`src/rtl/csbu_pkg.sv`:
```
// Shared constants, encodings and state types of the compare, skip and branch unit.
`default_nettype none
package csbu_pkg;
  localparam int unsigned CSBU_PC_W  = 16;
  localparam int unsigned CSBU_INS_W = 16;

  // Opcode field and opcode values; the encoding belongs to this core only.
  localparam int unsigned CSBU_OP_MSB = 15;
  localparam int unsigned CSBU_OP_LSB = 12;
  localparam logic [3:0] CSBU_OP_COMPARE_IMMEDIATE      = 4'h0;
  localparam logic [3:0] CSBU_OP_SKIP_REG_BIT_CLEAR     = 4'h1;
  localparam logic [3:0] CSBU_OP_SKIP_REG_BIT_SET       = 4'h2;
  localparam logic [3:0] CSBU_OP_SKIP_IO_BIT_CLEAR      = 4'h3;
  localparam logic [3:0] CSBU_OP_SKIP_IO_BIT_SET        = 4'h4;
  localparam logic [3:0] CSBU_OP_BRANCH_STATUS_BIT_SET  = 4'h5;
  localparam logic [3:0] CSBU_OP_BRANCH_STATUS_BIT_CLR  = 4'h6;
  localparam logic [3:0] CSBU_OP_BRANCH_GE_SIGNED       = 4'h7;
  localparam logic [3:0] CSBU_OP_BRANCH_EQUAL           = 4'h8;
  localparam logic [3:0] CSBU_OP_BRANCH_NOT_EQUAL       = 4'h9;
  localparam logic [3:0] CSBU_OP_BRANCH_CARRY_SET       = 4'hA;
  localparam logic [3:0] CSBU_OP_BRANCH_CARRY_CLEAR     = 4'hB;
  // Unsigned compares share the carry encodings.
  localparam logic [3:0] CSBU_OP_BRANCH_LOWER           = CSBU_OP_BRANCH_CARRY_SET;
  localparam logic [3:0] CSBU_OP_BRANCH_SAME_OR_HIGHER  = CSBU_OP_BRANCH_CARRY_CLEAR;

  // Operand fields.
  localparam int unsigned CSBU_IMM_MSB = 11;
  localparam int unsigned CSBU_IMM_LSB = 4;
  localparam int unsigned CSBU_RD_MSB  = 3;
  localparam int unsigned CSBU_RD_LSB  = 0;
  localparam int unsigned CSBU_REG_MSB = 8;
  localparam int unsigned CSBU_REG_LSB = 4;
  localparam int unsigned CSBU_IO_MSB  = 9;
  localparam int unsigned CSBU_IO_LSB  = 4;
  localparam int unsigned CSBU_BIT_MSB = 2;
  localparam int unsigned CSBU_BIT_LSB = 0;
  localparam int unsigned CSBU_OFS_MSB = 9;
  localparam int unsigned CSBU_OFS_LSB = 3;
  // Compare only reaches the upper half of the working registers.
  localparam logic CSBU_CMP_REG_BASE = 1'b1;

  // Status register bit positions.
  localparam logic [2:0] CSBU_FLAG_C = 3'h0;
  localparam logic [2:0] CSBU_FLAG_Z = 3'h1;
  localparam logic [2:0] CSBU_FLAG_N = 3'h2;
  localparam logic [2:0] CSBU_FLAG_V = 3'h3;
  localparam logic [2:0] CSBU_FLAG_H = 3'h5;

  // Program counter steps in words.
  localparam logic [1:0] CSBU_STEP_SEQ   = 2'h1;
  localparam logic [1:0] CSBU_STEP_SKIP1 = 2'h2;
  localparam logic [1:0] CSBU_STEP_SKIP2 = 2'h3;

  localparam logic [CSBU_PC_W-1:0] CSBU_PC_RST     = 16'h0000;
  localparam logic [7:0]           CSBU_STATUS_RST = 8'h00;

  typedef enum logic [2:0] {
    CSBU_S_EXEC  = 3'b001,
    CSBU_S_WAIT2 = 3'b010,
    CSBU_S_WAIT1 = 3'b100
  } csbu_state_e;

  typedef struct packed {
    csbu_state_e            state;
    logic [CSBU_PC_W-1:0]   pc;
    logic [7:0]             status;
    logic                   bad_op;
  } csbu_st_s;
endpackage
`default_nettype wire

```
`src/rtl/csbu_compare.sv`:
```
// Flag generation for compare with immediate.
`default_nettype none
module csbu_compare (
  input  wire logic [7:0] rd,
  input  wire logic [7:0] imm,
  output logic            z,
  output logic            n,
  output logic            v,
  output logic            c,
  output logic            h
);
  logic [8:0] diff;
  logic [7:0] res;

  always_comb begin
    diff = {1'b0, rd} - {1'b0, imm};
    res  = diff[7:0];
    z    = (res == 8'h00);
    n    = res[7];
    c    = diff[8];
    v    = (rd[7] & ~imm[7] & ~res[7]) | (~rd[7] & imm[7] & res[7]);
    h    = (~rd[3] & imm[3]) | (imm[3] & res[3]) | (res[3] & ~rd[3]);
  end
endmodule
`default_nettype wire

```
`src/rtl/csbu_pc_next.sv`:
```
// Next program counter: sequential step, skip step or relative branch target.
`default_nettype none
module csbu_pc_next #(
  parameter int unsigned PC_W = 16
) (
  input  wire logic [PC_W-1:0] pc,
  input  wire logic            skip,
  input  wire logic            skip_two,
  input  wire logic            branch,
  input  wire logic [6:0]      ofs,
  output logic      [PC_W-1:0] npc
);
  logic [PC_W-1:0] sext;
  logic [1:0]      step;

  always_comb begin
    // The offset is two's complement so backward loops are reachable.
    sext = {{(PC_W-7){ofs[6]}}, ofs};
    step = csbu_pkg::CSBU_STEP_SEQ;
    if (skip) begin
      step = skip_two ? csbu_pkg::CSBU_STEP_SKIP2 : csbu_pkg::CSBU_STEP_SKIP1;
    end
    if (branch) begin
      npc = pc + {{(PC_W-1){1'b0}}, 1'b1} + sext;
    end else begin
      npc = pc + {{(PC_W-2){1'b0}}, step};
    end
  end
endmodule
`default_nettype wire

```
`src/rtl/csbu_top.sv`:
```
// Compare, conditional skip and conditional branch execution with program counter and flags.
`default_nettype none
module csbu_top (
  input  wire logic        CORE_CLK,
  input  wire logic        RST_N,
  input  wire logic        INSTR_VALID,
  input  wire logic [15:0] INSTR,
  output logic             INSTR_READY,
  input  wire logic        NEXT_TWO_WORD,
  output logic      [4:0]  REG_ADDR,
  input  wire logic [7:0]  REG_DATA,
  output logic      [5:0]  IO_ADDR,
  input  wire logic [7:0]  IO_DATA,
  input  wire logic        STATUS_WE,
  input  wire logic [7:0]  STATUS_WDATA,
  output logic      [15:0] PC,
  output logic      [7:0]  STATUS,
  output logic             BAD_OP
);
  csbu_pkg::csbu_st_s st;
  csbu_pkg::csbu_st_s next_st;

  logic       take;
  logic [3:0] op;
  logic [2:0] bsel;
  logic [6:0] ofs;
  logic [7:0] imm;
  logic       is_cmp;
  logic       is_skip;
  logic       is_branch;
  logic       hit;
  logic       known;
  logic       f_z;
  logic       f_n;
  logic       f_v;
  logic       f_c;
  logic       f_h;
  logic [15:0] npc;

  assign take = INSTR_VALID & INSTR_READY;
  assign op   = INSTR[csbu_pkg::CSBU_OP_MSB:csbu_pkg::CSBU_OP_LSB];
  assign bsel = INSTR[csbu_pkg::CSBU_BIT_MSB:csbu_pkg::CSBU_BIT_LSB];
  assign ofs  = INSTR[csbu_pkg::CSBU_OFS_MSB:csbu_pkg::CSBU_OFS_LSB];
  assign imm  = INSTR[csbu_pkg::CSBU_IMM_MSB:csbu_pkg::CSBU_IMM_LSB];

  // Operand addresses are decoded straight from the instruction so that the
  // register file and I/O space answer within the same cycle.
  always_comb begin
    if (op == csbu_pkg::CSBU_OP_COMPARE_IMMEDIATE) begin
      REG_ADDR = {csbu_pkg::CSBU_CMP_REG_BASE,
                  INSTR[csbu_pkg::CSBU_RD_MSB:csbu_pkg::CSBU_RD_LSB]};
    end else begin
      REG_ADDR = INSTR[csbu_pkg::CSBU_REG_MSB:csbu_pkg::CSBU_REG_LSB];
    end
  end
  assign IO_ADDR = INSTR[csbu_pkg::CSBU_IO_MSB:csbu_pkg::CSBU_IO_LSB];

  csbu_compare u_cmp (
    .rd  (REG_DATA),
    .imm (imm),
    .z   (f_z),
    .n   (f_n),
    .v   (f_v),
    .c   (f_c),
    .h   (f_h)
  );

  // Condition decode.
  always_comb begin
    is_cmp    = 1'b0;
    is_skip   = 1'b0;
    is_branch = 1'b0;
    hit       = 1'b0;
    known     = 1'b1;
    unique case (op)
      csbu_pkg::CSBU_OP_COMPARE_IMMEDIATE: begin
        is_cmp = 1'b1;
      end
      csbu_pkg::CSBU_OP_SKIP_REG_BIT_CLEAR: begin
        is_skip = 1'b1;
        hit     = ~REG_DATA[bsel];
      end
      csbu_pkg::CSBU_OP_SKIP_REG_BIT_SET: begin
        is_skip = 1'b1;
        hit     = REG_DATA[bsel];
      end
      csbu_pkg::CSBU_OP_SKIP_IO_BIT_CLEAR: begin
        is_skip = 1'b1;
        hit     = ~IO_DATA[bsel];
      end
      csbu_pkg::CSBU_OP_SKIP_IO_BIT_SET: begin
        is_skip = 1'b1;
        hit     = IO_DATA[bsel];
      end
      csbu_pkg::CSBU_OP_BRANCH_STATUS_BIT_SET: begin
        is_branch = 1'b1;
        hit       = st.status[bsel];
      end
      csbu_pkg::CSBU_OP_BRANCH_STATUS_BIT_CLR: begin
        is_branch = 1'b1;
        hit       = ~st.status[bsel];
      end
      csbu_pkg::CSBU_OP_BRANCH_GE_SIGNED: begin
        is_branch = 1'b1;
        hit       = ~(st.status[csbu_pkg::CSBU_FLAG_N]
                      ^ st.status[csbu_pkg::CSBU_FLAG_V]);
      end
      csbu_pkg::CSBU_OP_BRANCH_EQUAL: begin
        is_branch = 1'b1;
        hit       = st.status[csbu_pkg::CSBU_FLAG_Z];
      end
      csbu_pkg::CSBU_OP_BRANCH_NOT_EQUAL: begin
        is_branch = 1'b1;
        hit       = ~st.status[csbu_pkg::CSBU_FLAG_Z];
      end
      csbu_pkg::CSBU_OP_BRANCH_CARRY_SET: begin
        is_branch = 1'b1;
        hit       = st.status[csbu_pkg::CSBU_FLAG_C];
      end
      csbu_pkg::CSBU_OP_BRANCH_CARRY_CLEAR: begin
        is_branch = 1'b1;
        hit       = ~st.status[csbu_pkg::CSBU_FLAG_C];
      end
      default: begin
        known = 1'b0;
      end
    endcase
  end

  csbu_pc_next #(
    .PC_W (csbu_pkg::CSBU_PC_W)
  ) u_pcn (
    .pc       (st.pc),
    .skip     (is_skip & hit),
    .skip_two (NEXT_TWO_WORD),
    .branch   (is_branch & hit),
    .ofs      (ofs),
    .npc      (npc)
  );

  // A skip holds the unit one cycle per word it passes over and a taken branch holds it one cycle,
  // which gives the 2 or 3 cycle cost without a refetch path here.
  always_comb begin
    next_st        = st;
    next_st.bad_op = 1'b0;
    if (STATUS_WE) begin
      next_st.status = STATUS_WDATA;
    end
    unique case (st.state)
      csbu_pkg::CSBU_S_EXEC: begin
        if (take) begin
          next_st.pc     = npc;
          next_st.bad_op = ~known;
          if (is_cmp) begin
            next_st.status[csbu_pkg::CSBU_FLAG_Z] = f_z;
            next_st.status[csbu_pkg::CSBU_FLAG_N] = f_n;
            next_st.status[csbu_pkg::CSBU_FLAG_V] = f_v;
            next_st.status[csbu_pkg::CSBU_FLAG_C] = f_c;
            next_st.status[csbu_pkg::CSBU_FLAG_H] = f_h;
          end
          if (is_skip & hit) begin
            next_st.state = NEXT_TWO_WORD ? csbu_pkg::CSBU_S_WAIT2
                                          : csbu_pkg::CSBU_S_WAIT1;
          end else if (is_branch & hit) begin
            next_st.state = csbu_pkg::CSBU_S_WAIT1;
          end
        end
      end
      csbu_pkg::CSBU_S_WAIT2: begin
        next_st.state = csbu_pkg::CSBU_S_WAIT1;
      end
      csbu_pkg::CSBU_S_WAIT1: begin
        next_st.state = csbu_pkg::CSBU_S_EXEC;
      end
      default: begin
        next_st.state = csbu_pkg::CSBU_S_EXEC;
      end
    endcase
  end

  always_ff @(posedge CORE_CLK) begin
    if (!RST_N) begin
      st.state  <= csbu_pkg::CSBU_S_EXEC;
      st.pc     <= csbu_pkg::CSBU_PC_RST;
      st.status <= csbu_pkg::CSBU_STATUS_RST;
      st.bad_op <= 1'b0;
    end else begin
      st <= next_st;
    end
  end

  assign INSTR_READY = (st.state == csbu_pkg::CSBU_S_EXEC);
  assign PC          = st.pc;
  assign STATUS      = st.status;
  assign BAD_OP      = st.bad_op;
endmodule
`default_nettype wire

```
`config.mk`:
```
export PLATFORM = sky130hd
export DESIGN_NAME = csbu_top
export DESIGN_NICKNAME = d
export VERILOG_FILES = /design/src/rtl/csbu_pkg.sv /design/src/rtl/csbu_compare.sv /design/src/rtl/csbu_pc_next.sv /design/src/rtl/csbu_top.sv
export SDC_FILE = /design/constraint.sdc
export NUM_CORES = 1
export LEC_CHECK = 0
export ABC_AREA = 1
export BUFFER_PORTS_ARGS = -buffer_cell sky130_fd_sc_hd__buf_2
export CORE_ASPECT_RATIO = 1.75
export CORE_MARGIN = 4
export CORE_UTILIZATION = 45
export CTS_CLUSTER_SIZE = 14
export DETAILED_ROUTE_END_ITERATION = 8
export PLACE_DENSITY = 0.64
export SLEW_MARGIN = 20
export SYNTH_ARGS = -nofsm -noshare
export SYNTH_HDL_FRONTEND = slang
export SYNTH_SLANG_ARGS = --single-unit
```
`constraint.sdc`:
```
create_clock -name CORE_CLK -period 9 [get_ports CORE_CLK]
set_input_delay 1.8 -clock CORE_CLK [delete_from_list [all_inputs] [get_ports CORE_CLK]]
set_output_delay 1.8 -clock CORE_CLK [all_outputs]
set_load 0.02 [all_outputs]
```
==> impl_metrics.tcl <==
set metrics [dict create \
    regToRegStartpoint "STATUS[0]" \
    start_kind "primary input" \
    finClkSkew_ns 0.00930 \
    tightest_slew_ns 0.834 \
    hold_path_class "reg -> reg" \
    slew_headroom_pct 44.3 \
    route.detailed.drc 0 \
    syn_area_um2 3760 \
    crit_type "in -> out" \
    power_switching_mw 0.222 \
    grt_pass1_vias 3684 \
    synth_compound_area_share_pct 9.71 \
    synth-adder-area-share_pct 12.1 \
    async_flop_share_pct 0 \
    io_buffers 81 \
    clk_pin_slew_ns 0.07 \
    ant_nets 0 \
    synth_edf_count 0 \
    dr_total_vias 3787 \
    final_cell_mix "nand2_1, inv_1, buf_2" \
    peakVddDrop_mv 0.105 \
    cts_setup_buffers 0 \
    crit_fanout 7 \
    rsz0062_at_grt "no" \
    dieWidth_um 77.1 \
    cts-buffers-inserted 3 \
    boundaryPins 82 \
    wl_per_cell_um 14.0 \
    syn_area_per_cell_um2 6.18 \
    clk_latency_ns 0.27 \
    row_count 43 \
    timing.final.hold_violations 0 \
    synth_top_family_by_area "simple AND/OR/NAND/NOR gates" \
    grtUsageTotal_pct 21.0 \
    grt_first_pass_wirelength_um 16800 \
    cts_tree "built" \
    r2r_slack_ns 5.86 \
    slew_viol_final 0 \
    gp_congestion 0.939 \
    synth_xor_area_share_pct 6.52 \
    cts.repair.resized 0 \
    cellPowerDensity_nw_per_um2 132 \
    die-area_um2 9940 \
    drtIter0Drc 165 \
    power.internal_mw 0.311 \
    p_leak_nw 2.33 \
    muxShareOfSynthArea_pct 0 \
    max_cap_violations 0 \
    grt_max_degree 21 \
    dieHeight_um 129 \
    cp-end-kind "output port" \
    layout_min_cycle_time_ns 5.01 \
    yosysUniqueCellTypes 39 \
    synthFlopType "dfxtp_1" \
    mostFrequentLayoutCell "nand2_1" \
    status "finished, final reports clean" \
    rr_endpoint "PC[14]" \
    cp.required_ns 7.20 \
    ys_seq_area_share_pct 14.9 \
    finalSetupViolations 0 \
    cts_root_buf "clkbuf_16" \
    cts.sinks 28 \
    place_area_um2 3950 \
    first_pass_iters 4 \
    p_sw_share_pct 41.6 \
    drt-vias-per-instance 5.12 \
    core_area_um2 8020 \
    diodes 0 \
    reg2reg_depth 22 \
    p_seq_share_pct 28.3 \
    ctsHtreeMaxLevel 1 \
    fin_nets 729 \
    min_delay_path_depth 2 \
    finalSetupTns_ns 0 \
    overflow 0 \
    yosysWarnings 0 \
    dp_hpwl_um 8540 \
    wl_um 10300 \
    layout-drive-gt1-share_pct 18.6 \
    worstHoldStart "STATUS[7]" \
    yosys.area_share.simple_pct 36.4 \
    fmax_mhz 200 \
    design_area_um2 4050 \
    synth_fp_nets 688 \
    syn2layout_area_growth_pct 7.72 \
    hold_buffers 0 \
    min_period_over_period_pct 55.6 \
    clk_path_buf_depth 2 \
    cp.arrival_ns 3.21 \
    antenna_found_initial 0 \
    pwr-share-clk_pct 26.0 \
    p_comb_share_pct 45.7 \
    start_util_pct 46.9 \
    synth_cells 609 \
    min_to "STATUS[7]" \
    ys_seq_elements 28 \
]
-- cell type report --
type / count / area [µm²]
fillers: 851 / 3970
multi-input cells: 422 / 2440
flip-flops and latches: 28 / 561
inverters: 113 / 424
repair buffers: 82 / 413
well taps: 90 / 113
clock buffers: 3 / 75.1
clock inverters: 1 / 30.0
-- registers in the layout, summed over array words and instances, names as in the netlist --
name	count
PC	16
STATUS	8
st	3
BAD_OP	1
-- power by group through the flow --
stage,combinational [mW],clock (mW),sequential [mW]
3_5_place_dp,0.244,0,0.154
3_3_place_gp,0.241,0,0.153
4_1_cts,0.246,0.144,0.151
2_1_floorplan,0.199,0,0.149
6_report,0.244,0.139,0.151
5_1_grt,0.275,0.147,0.152
-- cells by family after synthesis --
family                   count (synthesis)
AND/OR/NAND/NOR                        295
buffers and inverters                  159
AO/OA/AOI/OAI                           65
adder cells (fa/ha/maj)                 34
XOR/XNOR                                28
flip-flops                              28
-- cell usage after synthesis (all sizes together), types with 2 or more instances --
master	n	area, µm²
nand2	156	603
inv	113	424
nand3	60	365
nor2	41	171
buf	40	317
a21oi	37	208
ha	30	375
dfxtp	28	561
nand4	20	125
o21ai	20	100
xor2	16	140
xnor2	12	105
nor3	10	55.1
clkbuf	6	23.8
fa	4	80.1
or2	4	25.0
a211oi	2	15.0
a31oi	2	12.5
nor4	2	12.5
o211ai	2	15.0
-- per-stage QoR --
stage          power [mW]  setup slack, ns  util, %  std cells  hold slack, ns
2_1_floorplan       0.347             4.21        -        609           0.444
3_3_place_gp        0.395             4.03     49.2        735           0.475
3_5_place_dp        0.398             4.01     49.2        735           0.481
4_1_cts             0.540             4.00     50.5        739           0.492
5_1_grt             0.574             3.82     50.5        739           0.534
6_report            0.533             3.99     50.5        739           0.482
-- layer usage --
layer	vias up	global-route usage, %	part of all wire [%]
met4	0	10.1	3.4
met3	20	2.03	3.2
met1	1709	19.8	36
li1	1977	-	-
met5	-	0	0
met2	81	43.8	57
-- worst max-delay path, cell delays in order --
cell and delay [ns]:
buf_2 0.12, inv_1 0.07, ha_1 0.18, inv_1 0.09, nor2_1 0.32, inv_1 0.17
o21ai_0 0.24, buf_2 0.21
-- worst max-delay path by stage --
stage,from,to,slack (ns)
2_1_floorplan,INSTR[14],REG_ADDR[0],4.21
3_5_place_dp,INSTR[14],REG_ADDR[0],4.01
3_3_place_gp,INSTR[14],REG_ADDR[0],4.03
4_1_cts,INSTR[14],REG_ADDR[0],4.00
6_report,INSTR[14],REG_ADDR[0],3.99
5_1_grt,INSTR[15],REG_ADDR[0],3.82
(Power assumes the default switching activity.)
